===== config.mk =====
export PLATFORM = sky130hd
export DESIGN_NAME = usb_endpoint_setup_commands
export DESIGN_NICKNAME = d
export VERILOG_FILES = /design/src/usb_cmd_pkg.sv /design/src/ep_size_decode.sv /design/src/usb_endpoint_setup_commands.sv
export SDC_FILE = /design/constraint.sdc
export NUM_CORES = 1
export LEC_CHECK = 0
export BUFFER_PORTS_ARGS = -buffer_cell sky130_fd_sc_hd__buf_4
export CAP_MARGIN = 10
export CORE_ASPECT_RATIO = 1.1
export CORE_UTILIZATION = 55
export CTS_BUF_LIST = sky130_fd_sc_hd__clkbuf_8
export DETAILED_ROUTE_END_ITERATION = 6
export PLACE_DENSITY = 0.85
export SLEW_MARGIN = 15
export SYNTH_ARGS = -nofsm -noshare
export SYNTH_HDL_FRONTEND = slang
export SYNTH_SLANG_ARGS = --single-unit

===== constraint.sdc =====
create_clock -name sys_clk -period 4.68 [get_ports sys_clk]
set_input_delay 0.468 -clock sys_clk [delete_from_list [all_inputs] [get_ports sys_clk]]
set_output_delay 0.468 -clock sys_clk [all_outputs]
set_load 0.05 [all_outputs]

===== src/usb_cmd_pkg.sv =====
/*
 * Constants for the endpoint setup command decoder: command codes,
 * configuration field positions, reset values and timing counts.
 * Assumes a 50 MHz system clock.
 */
`default_nettype none
package usb_cmd_pkg;
	localparam int          EP_COUNT        = 16;
	localparam int          EP_LAST         = 15;
	// Command codes (upper nibble selects group, lower nibble endpoint)
	localparam logic [3:0]  GRP_CFG_WR      = 4'h2;
	localparam logic [3:0]  GRP_CFG_RD      = 4'h3;
	localparam logic [3:0]  GRP_ERR_RD      = 4'hA;
	localparam logic [3:0]  GRP_IMG_RD      = 4'hD;
	localparam logic [7:0]  CMD_IMG_OUT0    = 8'hD0;
	localparam logic [7:0]  CMD_SETUP_ACK   = 8'hF4;
	localparam logic [7:0]  CMD_UNLOCK      = 8'hB0;
	localparam logic [7:0]  CMD_ADDR_WR     = 8'hB6;
	localparam logic [7:0]  CMD_ADDR_RD     = 8'hB7;
	// Endpoint setup fields
	localparam int          BIT_BUFFER_ON   = 7;
	localparam int          BIT_DIRECTION   = 6;
	localparam int          BIT_TWO_BUFFER  = 5;
	localparam int          BIT_ISOCHRONOUS = 4;
	localparam int          SIZE_MSB        = 3;
	localparam logic [7:0]  SETUP_RESET     = 8'h00;
	// Address register fields
	localparam int          BIT_DEVICE_ON   = 7;
	localparam logic [7:0]  ADDR_RESET      = 8'h00;
	localparam logic [6:0]  BUS_RESET_ADDR  = 7'h00;
	// Byte counts of each transaction
	localparam logic [1:0]  LEN_ONE         = 2'd1;
	localparam logic [1:0]  LEN_TWO         = 2'd2;
	// Allocation takes some cycles per endpoint
	localparam int          ALLOC_NS_PER_EP = 40;
	localparam int          CLK_NS          = 20;
	localparam int          ALLOC_CYCLES    =
		(ALLOC_NS_PER_EP + CLK_NS - 1) / CLK_NS;
	localparam logic [11:0] SIZE_UNIT       = 12'h008;
	typedef enum logic [1:0] {
		ST_IDLE,
		ST_WRITE,
		ST_READ
	} cmd_state_t;
endpackage
`default_nettype wire


===== src/ep_size_decode.sv =====
/*
 * Maps the four-bit size code and isochronous bit of one endpoint
 * to the number of bytes allocated to it, zero when disabled.
 * Assumes the caller passes the stored setup byte.
 */
`default_nettype none
module ep_size_decode
	import usb_cmd_pkg::*;
(
	input  wire logic [7:0]  setup,
	output logic      [11:0] bytes
);
	logic [11:0] base;

	always_comb begin
		// Bulk sizes double per code up to code 3 and hold above it; isochronous use a larger table
		if (setup[BIT_ISOCHRONOUS]) begin
			base = SIZE_UNIT << setup[SIZE_MSB:0];
		end else begin
			base = (setup[SIZE_MSB:0] > 4'h3) ? (SIZE_UNIT << 3)
				: (SIZE_UNIT << setup[1:0]);
		end
		if (!setup[BIT_BUFFER_ON]) begin
			bytes = 12'h000;
		end else if (setup[BIT_TWO_BUFFER]) begin
			bytes = base << 1;
		end else begin
			bytes = base;
		end
	end
endmodule
`default_nettype wire


===== src/usb_endpoint_setup_commands.sv =====
/*
 * Command decoder for the host processor port: endpoint setup,
 * status image, error code, setup acknowledge, unlock and device
 * address commands, plus FIFO allocation and bus reset effects.
 * Assumes cmd_valid/data strobes are synchronous one-cycle pulses
 * from port logic on sys_clk; usb_bus_reset and zlp_acked arrive
 * from the serial engine and are synchronised here.
 */
`default_nettype none
// Functional notes
// - D1 to DF read endpoint status copies
// - Status image read clears nothing
// - F4 acknowledges setup on both control endpoints
// - A0 to AF read endpoint error codes
// - B0 plus two bytes unlocks writes
// - Wide bus uses (N+1)/2 word cycles
// - Bus reset clears every endpoint enable
// - Allocate after ordered setup through endpoint 15
// - Size or enable change invalidates all FIFOs
// - 2x writes, 3x reads endpoint setup
// - Bit 6 selects direction and DMA direction
// - Bit 7 enables buffer and allocation
// - Bit 5 double buffer, bit 4 isochronous
// - B6 writes, B7 reads device address
// - Bus reset uses address zero, keeps register; skipped when a B6 write lands in the same cycle
// - New address active after ZLP acknowledged
module usb_endpoint_setup_commands
	import usb_cmd_pkg::*;
(
	input  wire logic        sys_clk,
	input  wire logic        resetn,
	input  wire logic        bus_wide,
	input  wire logic        cmd_valid,
	input  wire logic [7:0]  cmd_code,
	input  wire logic        wr_strobe,
	input  wire logic [15:0] wr_data,
	input  wire logic        rd_strobe,
	output logic      [15:0] rd_data,
	output logic             rd_last,
	input  wire logic [7:0]  ep_status_in [EP_COUNT],
	input  wire logic [7:0]  ep_error_in  [EP_COUNT],
	input  wire logic        usb_bus_reset,
	input  wire logic        zlp_acked,
	output logic             setup_ack,
	output logic             writes_unlocked,
	output logic [15:0]      ep_buffer_on,
	output logic [15:0]      ep_direction,
	output logic [15:0]      two_buffer_sel,
	output logic [15:0]      isochronous_sel,
	output logic             fifo_invalidate,
	output logic             alloc_busy,
	output logic             alloc_done,
	output logic             device_on,
	output logic [6:0]       usb_addr_field
);
	cmd_state_t  state;
	logic [7:0]  code;
	logic [1:0]  bytes_left;
	logic [7:0]  endpoint_setup [EP_COUNT];
	logic [7:0]  device_address_reg;
	logic [11:0] ep_bytes [EP_COUNT];
	logic [4:0]  next_expected;
	logic [4:0]  alloc_ep;
	logic [1:0]  alloc_wait;
	logic [12:0] alloc_ptr;
	logic        addr_pending;
	logic [1:0]  bus_reset_sync;
	logic [1:0]  zlp_sync;
	logic        bus_reset_prev;
	logic        zlp_prev;
	logic        bus_reset_rise;
	logic        zlp_rise;
	logic [3:0]  ep;
	logic [1:0]  cmd_len;
	logic        cmd_reads;
	logic        cmd_writes;
	logic        take_byte;
	logic [7:0]  wbyte;
	logic [7:0]  read_byte;

	genvar g;
	generate
		for (g = 0; g < EP_COUNT; g++) begin : g_size
			ep_size_decode u_size (
				.setup (endpoint_setup[g]),
				.bytes (ep_bytes[g])
			);
		end
	endgenerate

	// Engine events pass two flip-flops first
	always_ff @(posedge sys_clk) begin
		if (!resetn) begin
			bus_reset_sync <= 2'b00;
			zlp_sync       <= 2'b00;
			bus_reset_prev <= 1'b0;
			zlp_prev       <= 1'b0;
		end else begin
			bus_reset_sync <= {bus_reset_sync[0], usb_bus_reset};
			zlp_sync       <= {zlp_sync[0], zlp_acked};
			bus_reset_prev <= bus_reset_sync[1];
			zlp_prev       <= zlp_sync[1];
		end
	end
	assign bus_reset_rise = bus_reset_sync[1] & ~bus_reset_prev;
	assign zlp_rise       = zlp_sync[1] & ~zlp_prev;

	assign ep = code[3:0];

	// Transaction length and direction per command code
	always_comb begin
		cmd_len    = 2'd0;
		cmd_reads  = 1'b0;
		cmd_writes = 1'b0;
		case (cmd_code[7:4])
			GRP_CFG_WR: begin
				cmd_len    = LEN_ONE;
				cmd_writes = 1'b1;
			end
			GRP_CFG_RD, GRP_ERR_RD: begin
				cmd_len   = LEN_ONE;
				cmd_reads = 1'b1;
			end
			GRP_IMG_RD: begin
				// D0 belongs to the neighbouring decoder
				if (cmd_code != CMD_IMG_OUT0) begin
					cmd_len   = LEN_ONE;
					cmd_reads = 1'b1;
				end
			end
			default: begin
				if (cmd_code == CMD_UNLOCK) begin
					cmd_len    = LEN_TWO;
					cmd_writes = 1'b1;
				end else if (cmd_code == CMD_ADDR_WR) begin
					cmd_len    = LEN_ONE;
					cmd_writes = 1'b1;
				end else if (cmd_code == CMD_ADDR_RD) begin
					cmd_len   = LEN_ONE;
					cmd_reads = 1'b1;
				end
			end
		endcase
	end

	// Read multiplexer; status copy is sampled without side effects
	always_comb begin
		case (code[7:4])
			GRP_CFG_RD: read_byte = endpoint_setup[ep];
			GRP_ERR_RD: read_byte = ep_error_in[ep];
			GRP_IMG_RD: read_byte = ep_status_in[ep];
			default:    read_byte = device_address_reg;
		endcase
	end

	assign take_byte = (state == ST_WRITE) && wr_strobe;
	assign wbyte     = wr_data[7:0];

	// Command sequencing; one wide cycle carries two bytes
	always_ff @(posedge sys_clk) begin
		if (!resetn) begin
			state      <= ST_IDLE;
			code       <= 8'h00;
			bytes_left <= 2'd0;
		end else if (cmd_valid) begin
			code       <= cmd_code;
			bytes_left <= cmd_len;
			if (cmd_writes) begin
				state <= ST_WRITE;
			end else if (cmd_reads) begin
				state <= ST_READ;
			end else begin
				state <= ST_IDLE;
			end
		end else if ((take_byte || (state == ST_READ && rd_strobe))) begin
			if (bus_wide || bytes_left == LEN_ONE) begin
				state      <= ST_IDLE;
				bytes_left <= 2'd0;
			end else begin
				bytes_left <= bytes_left - 2'd1;
			end
		end
	end

	// Read data; upper byte of wide reads is zero filler
	always_ff @(posedge sys_clk) begin
		if (!resetn) begin
			rd_data <= 16'h0000;
			rd_last <= 1'b0;
		end else begin
			rd_last <= 1'b0;
			if (state == ST_READ && rd_strobe) begin
				rd_data <= {8'h00, read_byte};
				rd_last <= 1'b1;
			end
		end
	end

	// Setup acknowledge pulse, no data phase
	always_ff @(posedge sys_clk) begin
		if (!resetn) begin
			setup_ack <= 1'b0;
		end else begin
			setup_ack <= cmd_valid && (cmd_code == CMD_SETUP_ACK);
		end
	end

	// Unlock once both bytes are written
	always_ff @(posedge sys_clk) begin
		if (!resetn) begin
			writes_unlocked <= 1'b0;
		end else if (take_byte && code == CMD_UNLOCK
			&& (bus_wide || bytes_left == LEN_ONE)) begin
			writes_unlocked <= 1'b1;
		end
	end

	// Endpoint setup storage and ordered allocation tracking
	always_ff @(posedge sys_clk) begin
		if (!resetn) begin
			for (int i = 0; i < EP_COUNT; i++) begin
				endpoint_setup[i] <= SETUP_RESET;
			end
			next_expected   <= 5'd0;
			fifo_invalidate <= 1'b0;
		end else begin
			fifo_invalidate <= 1'b0;
			if (bus_reset_rise) begin
				for (int i = 0; i < EP_COUNT; i++) begin
					endpoint_setup[i][BIT_BUFFER_ON] <= 1'b0;
				end
			end else if (take_byte && code[7:4] == GRP_CFG_WR) begin
				endpoint_setup[ep] <= wbyte;
				if (ep == next_expected[3:0] && !next_expected[4])
					begin
					next_expected <= (ep == 4'(EP_LAST)) ? 5'd0
						: next_expected + 5'd1;
				end else begin
					next_expected <= (ep == 4'h0) ? 5'd1 : 5'd0;
				end
				if (wbyte[BIT_BUFFER_ON] != endpoint_setup[ep][BIT_BUFFER_ON]
					|| wbyte[SIZE_MSB:0] != endpoint_setup[ep][SIZE_MSB:0])
					begin
					fifo_invalidate <= 1'b1;
				end
			end
		end
	end

	// Allocation walks all endpoints after the last is written
	always_ff @(posedge sys_clk) begin
		if (!resetn) begin
			alloc_busy <= 1'b0;
			alloc_done <= 1'b0;
			alloc_ep   <= 5'd0;
			alloc_wait <= 2'd0;
			alloc_ptr  <= 13'h0000;
		end else if (take_byte && code[7:4] == GRP_CFG_WR) begin
			alloc_done <= 1'b0;
			if (ep == 4'(EP_LAST) && next_expected == 5'(EP_LAST)) begin
				alloc_busy <= 1'b1;
				alloc_ep   <= 5'd0;
				alloc_wait <= 2'(ALLOC_CYCLES - 1);
				alloc_ptr  <= 13'h0000;
			end
		end else if (alloc_busy) begin
			if (alloc_wait != 2'd0) begin
				alloc_wait <= alloc_wait - 2'd1;
			end else begin
				alloc_ptr  <= alloc_ptr + {1'b0, ep_bytes[alloc_ep[3:0]]};
				alloc_wait <= 2'(ALLOC_CYCLES - 1);
				if (alloc_ep == 5'(EP_LAST)) begin
					alloc_busy <= 1'b0;
					alloc_done <= 1'b1;
				end else begin
					alloc_ep <= alloc_ep + 5'd1;
				end
			end
		end
	end

	// Per-endpoint decoded fields
	always_ff @(posedge sys_clk) begin
		if (!resetn) begin
			ep_buffer_on    <= 16'h0000;
			ep_direction    <= 16'h0000;
			two_buffer_sel  <= 16'h0000;
			isochronous_sel <= 16'h0000;
		end else begin
			for (int i = 0; i < EP_COUNT; i++) begin
				ep_buffer_on[i]    <= endpoint_setup[i][BIT_BUFFER_ON]
					&& alloc_done;
				ep_direction[i]    <= endpoint_setup[i][BIT_DIRECTION];
				two_buffer_sel[i]  <= endpoint_setup[i][BIT_TWO_BUFFER];
				isochronous_sel[i] <= endpoint_setup[i][BIT_ISOCHRONOUS];
			end
		end
	end

	// Address register and the address actually in use
	always_ff @(posedge sys_clk) begin
		if (!resetn) begin
			device_address_reg <= ADDR_RESET;
			addr_pending       <= 1'b0;
			device_on          <= 1'b0;
			usb_addr_field     <= BUS_RESET_ADDR;
		end else begin
			if (take_byte && code == CMD_ADDR_WR) begin
				device_address_reg <= wbyte;
				device_on          <= wbyte[BIT_DEVICE_ON];
				addr_pending       <= 1'b1;
			end else if (bus_reset_rise) begin
				usb_addr_field <= BUS_RESET_ADDR;
				device_on      <= 1'b1;
				addr_pending   <= 1'b0;
			end else if (zlp_rise && addr_pending) begin
				usb_addr_field <= device_address_reg[6:0];
				addr_pending   <= 1'b0;
			end
		end
	end
endmodule
`default_nettype wire


Word-level counts from Yosys, hierarchy flattened

Memory sizes are Yosys's and may differ from the RTL's. A register that Yosys moved wholly into a read port is not among the register bits.
Cells that the tools add are included.

Add/subtract/negate cells: 4
Magnitude comparators: 1
Equal/unequal tests: 27
Muxes and demuxes: 83
Bitwise gates (word level): 26
Reduce and logical (&&, ||, !) cells: 50

Operator list:

| kind                                                            | count |
|---|---|
| 8-bit binary-select mux with 4-bit select                       | 2 |
| 8-bit == test, second input constant                            | 6 |
| 1-bit two-way mux                                               | 46 |
| 8-bit two-way mux                                               | 5 |
| 5-bit two-way mux                                               | 7 |
| 2-bit two-way mux                                               | 14 |
| 1-bit logical AND                                               | 26 |
| 8-bit one-hot mux with 3 select lines                           | 1 |
| 4-bit == test, second input constant                            | 5 |
| 4-bit by 2-bit == test with 1-bit output, second input constant | 4 |
| 1-bit bitwise OR                                                | 16 |
| 7-bit two-way mux                                               | 2 |
| 4-bit two-way mux                                               | 3 |
| 2-bit nonzero test                                              | 6 |
| 5-bit by 1-bit adder with 5-bit output, second input constant   | 2 |
| 5-bit by 4-bit == test with 1-bit output, second input constant | 2 |
| 3-bit OR reduction                                              | 3 |
| 8-bit inequality test, second input constant                    | 1 |
| 2-bit AND reduction                                             | 4 |
| 8-bit OR reduction                                              | 1 |
| 1-bit inverter                                                  | 7 |
| 5-bit greater-or-equal comparator, second input constant        | 1 |
| 4-bit inverter with 5-bit output                                | 1 |
| 2-bit by 1-bit == test with 1-bit output, second input constant | 2 |
| other kinds (18)                                                | 24 |

Register bits: 125
Memory bits (writable): 128
Input port bits: 288
Output and inout bits: 94
Word-level logic and storage cells: 217
Memories: 1

Memory list:

| name           | depth | width | rd ports | clocked after Yosys merged registers in | wr ports | RTL line                          | RTL |
|---|---|---|---|---|---|---|---|
| endpoint_setup | 16    | 8     | 17       | 1                                       | 16       | usb_endpoint_setup_commands.sv:59 | `logic [7:0] endpoint_setup [EP_COUNT];` |

Longest topological paths before layout

Gate-level depths: netlist (run 1).

Word-level depth: 9
Gate-level depth with buffers: 9
Depth with buffers taken out: 8

Worst setup path before layout (run 1)

OpenSTA, ideal clock, no wires.

Path type: input -> register
From: in wr_strobe
To: mem endpoint_setup[10][0], enable pin
Setup time: 381 ps
Arrival: 2149 ps
Required time: 4299 ps
Setup slack: 2151 ps
Stages: 6
Path buffers: 1
Cells stage by stage: nand3b_1 nor4_4 nand2_1 or2_1 buf_2 o21ai_0

RTL lines:

| what               | RTL line                          | RTL |
|---|---|---|
| start: declaration | usb_endpoint_setup_commands.sv:35 | `input wire logic wr_strobe,` |
| end: declaration   | usb_endpoint_setup_commands.sv:59 |  |

==> results of run 1 <==
==> Yosys cell counts, types with 20 or more instances <==
cell	n	area, um^2
o21ai_0	32	160.2
mux2i_1	28	280.3
nor2_1	31	116.4
clkbuf_1	55	206.5
a21oi_1	20	100.1
edfxtp_1	128	3844
dfxtp_1	129	2582
nor2b_1	34	212.7
nand2_1	37	138.9
and3_1	54	337.8
and2_1	137	857.1
mux4_2	113	2545
==> power groups by stage <==
stage | logic, W | registers, W | clock network (W)
5_1_grt | 0.000786 | 0.00250 | 0.00190
3_5_place_dp | 0.000739 | 0.00254 | 0
4_1_cts | 0.000746 | 0.00250 | 0.00180
2_1_floorplan | 0.000389 | 0.00255 | 0
6_report | 0.000754 | 0.00250 | 0.00179
3_3_place_gp | 0.000727 | 0.00254 | 0
==> cells by family (layout without fill, tap and decap cells) <==
logic type | after synthesis | in the layout | share of synthesized area [%]
compound gates | 99 | 99 | 4.886
xor+xnor | 15 | 15 | 1.034
fa+ha+maj | 5 | 5 | 0.4925
buf+inv | 96 | 462 | 3.704
flops | 257 | 257 | 50.59
mux | 145 | 145 | 22.60
other cells | 1 | 9 | 0.02952
simple gates | 363 | 363 | 16.67
==> routing by layer <==
| layer | routed length [um] | vias to the layer above | GRT usage [%] | part of all wire [%] |
|---|---|---|---|---|
| met5 | 0 | - | 0 | 0 |
| met2 | 19560 | 733 | 56.68 | 48 |
| li1 | - | 4353 | - | - |
| met4 | 1549 | 0 | 14.43 | 3.8 |
| met3 | 5042 | 110 | 10.37 | 12 |
| met1 | 14730 | 4843 | 44.27 | 36 |
==> critical path, cell delays in order, from the launching register on <==
cell	delay, ps
dfxtp_1	330
nand3b_1	320
nor4_4	500
and2_1	200
buf_4	280
nand3b_1	450
o21ai_1	750
==> through the flow <==
step	power, W	instance area [um^2]	instances
after floorplan	0.002940	12730	988
after global placement	0.003266	15560	1580
after detailed placement	0.003282	15560	1580
after CTS	0.005043	16310	1649
after global routing	0.005191	16320	1650
final	0.005043	16320	1650
==> path summary, 6_finish.rpt <==
path | slack (ps) | cells past startpoint | from | end
setup / recovery | 1480 | 6 | state[1]$_SDFFE_PN0P_ | endpoint_setup[5][1]$_SDFFCE_PN0P_
hold / removal | 150 | 2 | usb_bus_reset | bus_reset_sync[0]$_SDFF_PN0_
setup reg to reg | 1480 | 6 | state[1]$_SDFFE_PN0P_ | endpoint_setup[5][1]$_SDFFCE_PN0P_
hold reg to reg | 460 | 1 | zlp_sync[0]$_SDFF_PN0_ | zlp_sync[1]$_SDFF_PN0_
==> area by class of cell <==
cell class              instances  area (um^2)
repair buffers                386         2898
diodes                          1        2.502
well taps                     295        369.1
fillers                      1480         6077
clock inverters                26        157.7
flip-flops and latches        257         6434
multi-input cells             635         5838
clock buffers                  43        591.8
inverters                       7        26.28
==> impl_metrics.toml, run 1 <==
[placement]
place_ws_ps = 1421
dp.final_hpwl_mm = 30.43
place.gp.congestion = 0.9531
io_buffer_count = 365

[job]
cap_violations = 0

[final_layout]
drive_gt1_share_pct = 41.73
fin_util_pct = 72.86
regMostFlops = "endpoint_setup"
mostFrequentLayoutCell = "buf_4"
finalNetCount = 1618
syn_to_final_growth_pct = 28.46
largest_reg_flops = 128
layout_common_cells = "386 x buf_4, 137 x and2_1, 128 x edfxtp_1"

[grt]
antenna_found_initial = 1
grt_start_max_net_pins = 137
grt_pass1_wl_mm = 60.83
overflow = 0
grt_pass1_vias = 10297
track_usage_pct = 35.04

[sta]
maxSlewViolCount = 0
worst_pin_slew_ps = 1190
max_freq_mhz = 312.9
setup_viol = 0
slew_headroom_pct = 20.02
whs_ps = 152.2
setup_tns_ps = 0
finalClockSkew_ps = 20.41
post-route-period-util_pct = 68.29
worst_slack_ps = 1484
hold_viol = 0
period_minus_slack_ps = 3196
rsz0062_at_grt = "no"

[clock_network]
clk_transition_reported_paths_ps = 60
clkSinkCount = 257
cts_tree = "yes"
numCtsBuffers = 38
clk_latency_ps = 550
htreeDepth = 2
hold_buffers = 0
cts_root_buf = "clkbuf_8"
clockBufferDepth = 3
cts_resized = 0
cts_setup_buffers = 0

[route]
dr.pass1.iters = 5
num_vias = 10039
totalWireLength_mm = 40.89
ant_nets = 0
drcViolationCount = 0
drtIter0Drc = 1115
via_per_inst = 6.084
wl_per_cell_um = 24.78

[logic_synthesis]
ys_warn_count = 0
syn_area_per_cell_um2 = 12.95
ys_seq_elements = 257
synthFlopType = "dfxtp_1"
async_reset_ff_share_pct = 0
synth_edf_count = 128
syn_area_mm2 = 0.01270
seq_area_frac_synth_pct = 50.59
postSynthCellCount = 981
synth_cell_types = 57

[min_path]
hp-class = "in -> reg"

[setup_path]
criticalPathCategory = "reg -> reg"
startpoint_type = "register"
cp.required_ps = 4850
crit_arrival_ps = 3370
path_max_fanout = 19
crit_path_end_kind = "register"

[power]
p_per_area_mw_per_mm2 = 309.1
clock_power_share_pct = 35.5
switching_power_w = 0.001272
power.internal_w = 0.003771
p_sw_share_pct = 25.22
power_frac_seq_pct = 49.5
ir_drop_mv = 0.1770
combPwrFrac_pct = 15.0
leakage_nw = 6.746

[floorplan]
die_x_um = 146.9
start_util_pct = 56.72
coreArea_mm2 = 0.02239
die_h_um = 161.4
die_area_mm2 = 0.02371
ios = 382
rows = 57

[outcome]
outcome = "finished clean"
(Power assumes the default switching activity.)
==> inputs of run 2 (changes only) <==
--- a/config.mk
+++ b/config.mk
@@ -5,13 +5,14 @@
 export SDC_FILE = /design/constraint.sdc
 export NUM_CORES = 1
 export LEC_CHECK = 0
+export ABC_AREA = 1
 export BUFFER_PORTS_ARGS = -buffer_cell sky130_fd_sc_hd__buf_4
 export CAP_MARGIN = 10
 export CORE_ASPECT_RATIO = 1.1
-export CORE_UTILIZATION = 55
+export CORE_UTILIZATION = 54
 export CTS_BUF_LIST = sky130_fd_sc_hd__clkbuf_8
 export DETAILED_ROUTE_END_ITERATION = 6
-export PLACE_DENSITY = 0.85
+export PLACE_DENSITY = 0.83
 export SLEW_MARGIN = 15
 export SYNTH_ARGS = -nofsm -noshare
 export SYNTH_HDL_FRONTEND = slang
==> constraint.sdc (replaced) <==
create_clock -name sys_clk -period 3.3 [get_ports sys_clk]
set_input_delay 0.33 -clock sys_clk [delete_from_list [all_inputs] [get_ports sys_clk]]
set_output_delay 0.33 -clock sys_clk [all_outputs]
set_load 0.05 [all_outputs]
==> run 2 against run 1 <==
- register-to-register slack worse by 830 ps
- largest power group unchanged
- largest cell class unchanged
- utilization is 1.6 points lower
- sequential power is 40% higher
- setup slack worse by 830 ps
- clock power is 31% higher
==> impl_metrics.toml, run 2 <==
[job]
cap_violations = 0

[grt]
antenna_found_initial = 0
overflow = 0
grt_pass1_vias = 12383
grt_start_max_net_pins = 68
grt_pass1_wl_mm = 63.46
track_usage_pct = 34.67

[route]
dr.pass1.iters = 6
wl_per_cell_um = 17.56
totalWireLength_mm = 42.04
drcViolationCount = 0
num_vias = 13048
via_per_inst = 5.450
drtIter0Drc = 1478
ant_nets = 0

[logic_synthesis]
ys_top_cells_by_count = "607 x nand2_1, 243 x nor2_1, 147 x inv_1"
postSynthCellCount = 1717
ys_seq_elements = 257
yosysMostFrequentCell = "nand2_1"
synth.top_cell.area_share_pct = 30.45
seq_area_frac_synth_pct = 50.91
synthFlopType = "dfxtp_1"
syn_area_mm2 = 0.01262
synth_top_cell_by_area = "edfxtp_1"
synth_edf_count = 128
synth_cell_types = 34
yosys-top-cells-area = "edfxtp_1 30%, dfxtp_1 20%, nand2_1 18%, nor2_1 7.2%, inv_1 4.4%"
ys_warn_count = 0
syn_area_per_cell_um2 = 7.352
async_reset_ff_share_pct = 0

[sta]
post-route-period-util_pct = 80.28
setup_tns_ps = 0
whs_ps = 78.90
maxSlewViolCount = 0
hold_viol = 0
period_minus_slack_ps = 2649
finalClockSkew_ps = 43.57
rsz0062_at_grt = "no"
worst_slack_ps = 650.9
worst_pin_slew_ps = 811.5
max_freq_mhz = 377.5
slew_headroom_pct = 45.84
setup_viol = 0

[placement]
io_buffer_count = 365
dp.final_hpwl_mm = 30.96
place.gp.congestion = 0.9577
place_ws_ps = 679.5

[floorplan]
die_h_um = 162.4
ios = 382
coreArea_mm2 = 0.02293
die_x_um = 147.8
rows = 58
die_area_mm2 = 0.02399
start_util_pct = 55.05

[clock_network]
clk_transition_reported_paths_ps = 70
numCtsBuffers = 38
clk_latency_ps = 550
cts_setup_buffers = 0
htreeDepth = 2
clkSinkCount = 257
clockBufferDepth = 3
cts_resized = 0
cts_root_buf = "clkbuf_8"
cts_tree = "yes"

[final_layout]
regMostFlops = "endpoint_setup"
layout_common_cells = "607 x nand2_1, 389 x buf_4, 237 x nor2_1"
nFillCells = 1852
fin_util_pct = 71.27
finalNetCount = 2357
drive_gt1_share_pct = 22.03
syn_to_final_growth_pct = 29.48
largest_reg_flops = 128
mostFrequentLayoutCell = "nand2_1"

[min_path]
hp-class = "in -> reg"

[setup_path]
crit_path_end_kind = "register"
ff2ff_path_depth = 4
startpoint = "code[0]$_SDFFE_PN0P_"
r2r-end = "endpoint_setup[13][0]$_SDFFCE_PN0P_"
r2r_setup_slack_ps = 650
crit_arrival_ps = 2850
cp.required_ps = 3500
criticalPathCategory = "reg -> reg"
r2r_start = "code[0]$_SDFFE_PN0P_"
crit_end = "endpoint_setup[13][0]$_SDFFCE_PN0P_"
startpoint_type = "register"
path_max_fanout = 15

[power]
ir_drop_mv = 0.2130
p_per_area_mw_per_mm2 = 428.3
leakage_nw = 7.956

[outcome]
outcome = "finished clean"
==> run 2: cell count changes after synthesis, moves of 31 or more <==
| cell | change |
|---|---|
| nand4_1 | +55 |
| nor2_1 | +212 |
| nand2_1 | +570 |
| and3_1 | -54 |
| nor2b_1 | -34 |
| o21ai_0 | +43 |
| a21oi_1 | +31 |
| inv_1 | +141 |
| mux4_2 | -113 |
| and2_1 | -137 |
| nand3_1 | +94 |
==> run 2: layout make-up <==
type	instances	area (um^2)	share of cell area, %
antenna	1	2.502	0.01531
clock buffer	42	578.1	3.537
clock inverter	27	107.6	0.6583
inverter	160	600.6	3.675
multi-input combinational	1213	5253	32.14
sequential	257	6427	39.32
tap	300	375.4	2.297
timing repair buffer	394	3000	18.36
==> run 2: cells by family after synthesis <==
group / Yosys count / share of synthesized area (%)
buf+inv: 254 / 7.929
other cells: 1 / 0.02971
flops: 257 / 50.91
simple gates: 1041 / 33.83
compound gates: 158 / 6.740
fa+ha+maj: 5 / 0.4956
xor+xnor: 1 / 0.06940
==> run 2: timing repair <==
action | 4_1_cts | 5_1_grt
hold buffers | 2 | 0
endpoints found under the hold margin | 2 | 0
endpoints found under the setup margin | 0 | 0
==> run 2: power breakdown <==
| part | internal [W] | total [W] | switching (W) |
|---|---|---|---|
| clock | 0.00117 | 0.00235 | 0.00118 |
| sequential | 0.00344 | 0.00349 | 0.0000494 |
| combinational | 0.000446 | 0.00117 | 0.000722 |
| total | 0.00505 | 0.00700 | 0.00195 |
==> run 2: worst min path at each step <==
stage,from,endpoint,slack (ps),depth (start not counted)
floorplan,bus_reset_sync[0]$_SDFF_PN0_,bus_reset_sync[1]$_SDFF_PN0_,390,2
global placement,bus_reset_sync[0]$_SDFF_PN0_,bus_reset_sync[1]$_SDFF_PN0_,400,2
detailed placement,bus_reset_sync[0]$_SDFF_PN0_,bus_reset_sync[1]$_SDFF_PN0_,400,2
CTS,wr_data[2],device_address_reg[2]$_SDFFE_PN0P_,70,3
global route,wr_data[2],device_address_reg[2]$_SDFFE_PN0P_,100,3
finish,wr_data[2],device_address_reg[2]$_SDFFE_PN0P_,80,3
==> run 2: critical path, cell delays in order (launching register included) <==
cell     delay, ps
dfxtp_1        770
inv_2          270
nor2_4         390
nand3_1        470
nand2_1        440
==> run 2: metal layers <==
| metal | global-route usage, % | vias to the layer above | part of all wire [%] |
|---|---|---|---|
| met5 | 0 | - | 0 |
| met4 | 19.12 | 0 | 6.1 |
| met3 | 7.311 | 167 | 9.8 |
| met2 | 60.87 | 845 | 49 |
| met1 | 39.31 | 5844 | 35 |
| li1 | - | 6192 | - |
==> run 2: through the flow <==
stage / total power [W] / area [um^2] / std cells
final: 0.007001 / 16340 / 2394
after global routing: 0.007247 / 16340 / 2393
after CTS: 0.006988 / 16340 / 2393
after detailed placement: 0.004701 / 15640 / 2322
after global placement: 0.004677 / 15640 / 2322
after floorplan: 0.004168 / 12650 / 1724
==> inputs of run 3 (changes only) <==
==> constraint.sdc (replaced) <==
create_clock -name sys_clk -period 2.71 [get_ports sys_clk]
set_input_delay 0.271 -clock sys_clk [delete_from_list [all_inputs] [get_ports sys_clk]]
set_output_delay 0.271 -clock sys_clk [all_outputs]
set_load 0.05 [all_outputs]
==> run 3 against run 2 <==
- maximum frequency is 11% higher
- flip-flop and latch count stayed put
- final cell count grew 1.0%
- critical path type unchanged
- first-iteration DRC count shrank 0.74%
- clock skew decreased by 16 ps
- clock power up 37%
- critical path depth grew 6
- worst hold slack lost 58 ps
==> impl_metrics.toml, run 3 (synthesis gave the netlist of run 2 again) <==
[route]
dr.pass1.iters = 6
drcViolationCount = 0
drt-met1-wl_mm = 15.06
dr_wl_met3_mm = 4.198
highest_layer = "met4"
totalWireLength_mm = 42.95
ant_nets = 0
num_vias = 13265
wl_met2_mm = 21.30
via_per_inst = 5.484
wl_per_cell_um = 17.76
drtIter0Drc = 1467

[clock_network]
clockBufferDepth = 3
numCtsBuffers = 39
clk_transition_reported_paths_ps = 70
htreeDepth = 2
clkSinkCount = 257
cts_root_buf = "clkbuf_8"
cts_tree = "yes"
clk_latency_ps = 560

[grt]
grt_pass1_vias = 12441
antenna_found_initial = 1
track_usage_pct = 35.34
grt_pass1_wl_mm = 64.61
grt_start_max_net_pins = 111
overflow = 0

[power]
ir_drop_mv = 0.3050
leakage_nw = 8.070
p_per_area_mw_per_mm2 = 536.0

[sta]
slew_headroom_pct = 52.91
hold_viol = 0
setup_tns_ps = 0
maxSlewViolCount = 0
setup_viol = 0
period_minus_slack_ps = 2394
post-route-period-util_pct = 88.33
finalClockSkew_ps = 27.51
max_freq_mhz = 417.8
rsz0062_at_grt = "no"
worst_pin_slew_ps = 702.0
whs_ps = 21.03

[final_layout]
layout_common_cells = "607 x nand2_1, 410 x buf_4, 237 x nor2_1"
mostFrequentLayoutCell = "nand2_1"
drive_gt1_share_pct = 23.47
nFillCells = 1830
regMostFlops = "endpoint_setup"
largest_reg_flops = 128
finalNetCount = 2381
syn_to_final_growth_pct = 31.88
fin_util_pct = 72.59
design_area_mm2 = 0.01665

[setup_path]
crit_arrival_ps = 2600
startpoint_type = "register"
cp.required_ps = 2910
r2r-end = "endpoint_setup[8][0]$_SDFFCE_PN0P_"
r2r_setup_slack_ps = 320
criticalPathCategory = "reg -> reg"
ff2ff_path_depth = 10
r2r_start = "state[0]$_SDFFE_PN0P_"
crit_path_end_kind = "register"
path_max_fanout = 8

[min_path]
whs_path_depth = 3
hp-class = "in -> reg"
worstHoldEndpoint = "device_address_reg[2]$_SDFFE_PN0P_"
worstHoldStart = "wr_data[2]"

[floorplan]
die_area_mm2 = 0.02399
die_h_um = 162.4
ios = 382
coreArea_mm2 = 0.02293
start_util_pct = 55.05
die_x_um = 147.8
rows = 58

[placement]
place.gp.congestion = 0.9256
dp.final_hpwl_mm = 31.58
placed_area_mm2 = 0.01583
io_buffer_count = 365

[outcome]
outcome = "finished clean"

[job]
cap_violations = 0
## run 3: cell types whose count changed in the layout (fill, tap and decap cells not counted)
cell	before	now
clkbuf_8	42	45
inv_6	0	2
clkinv_2	2	9
bufinv_16	0	2
clkinvlp_4	1	0
clkinv_1	12	20
inv_1	169	150
buf_4	389	410
buf_12	3	5
## run 3: stage by stage
stage | setup WS [ps] | instances | total power (W)
finish | 316.3 | 2419 | 0.008924
CTS | 384.1 | 2418 | 0.008906
global placement | 472.1 | 2345 | 0.005719
detailed placement | 393.0 | 2345 | 0.005748
floorplan | 643.8 | 1724 | 0.005076
global route | 172.4 | 2419 | 0.009223
## run 3: how the worst max path moves through the flow
stage	start	end	slack (ps)	depth (start not counted)
3_3_place_gp	wr_strobe	endpoint_setup[4][4]$_SDFFCE_PN0P_	470	11
3_5_place_dp	wr_strobe	endpoint_setup[10][6]$_SDFFCE_PN0P_	390	11
5_1_grt	state[0]$_SDFFE_PN0P_	endpoint_setup[8][0]$_SDFFCE_PN0P_	170	10
6_report	state[0]$_SDFFE_PN0P_	endpoint_setup[8][0]$_SDFFCE_PN0P_	320	10
2_1_floorplan	state[0]$_SDFFE_PN0P_	endpoint_setup[9][0]$_SDFFCE_PN0P_	640	10
4_1_cts	state[0]$_SDFFE_PN0P_	endpoint_setup[9][0]$_SDFFCE_PN0P_	380	10
## run 3: repair_timing
action                    CTS  global route
gates resized for setup     0             0
hold buffers                2             0
hold endpoints to repair    2             0
setup buffers               0             0
## run 3: cell type report
class	count	area (um^2)	area share, %
sequential	257	6427	38.61
inverter	160	600.6	3.608
clock inverter	26	171.4	1.030
clock buffer	45	619.3	3.720
tap	300	375.4	2.255
antenna	1	2.502	0.01503
multi-input combinational	1213	5253	31.55
timing repair buffer	417	3198	19.21
## run 3: metal layers
metal  track usage (%)  vias up
met5                 0        -
met4             19.26        0
met3             6.387      171
met2             61.62      840
met1             41.23     6014
li1                  -     6240
## run 3: power by group
part	internal [W]	leakage, nW	switching [W]
clock network	0.00172	0.431	0.00150
registers	0.00419	2.37	0.0000603
logic	0.000560	5.26	0.000888
total	0.00647	8.07	0.00245
## run 3: critical path, stage by stage, from the launching register on
cell and delay (ps):
dfxtp_1 350, nand3_1 150, nor2_1 140, nand2_1 220, nor2_2 230, inv_2 130
nor2_4 100, inv_1 100, nor3_4 270, nand2_2 80, nand2_1 290
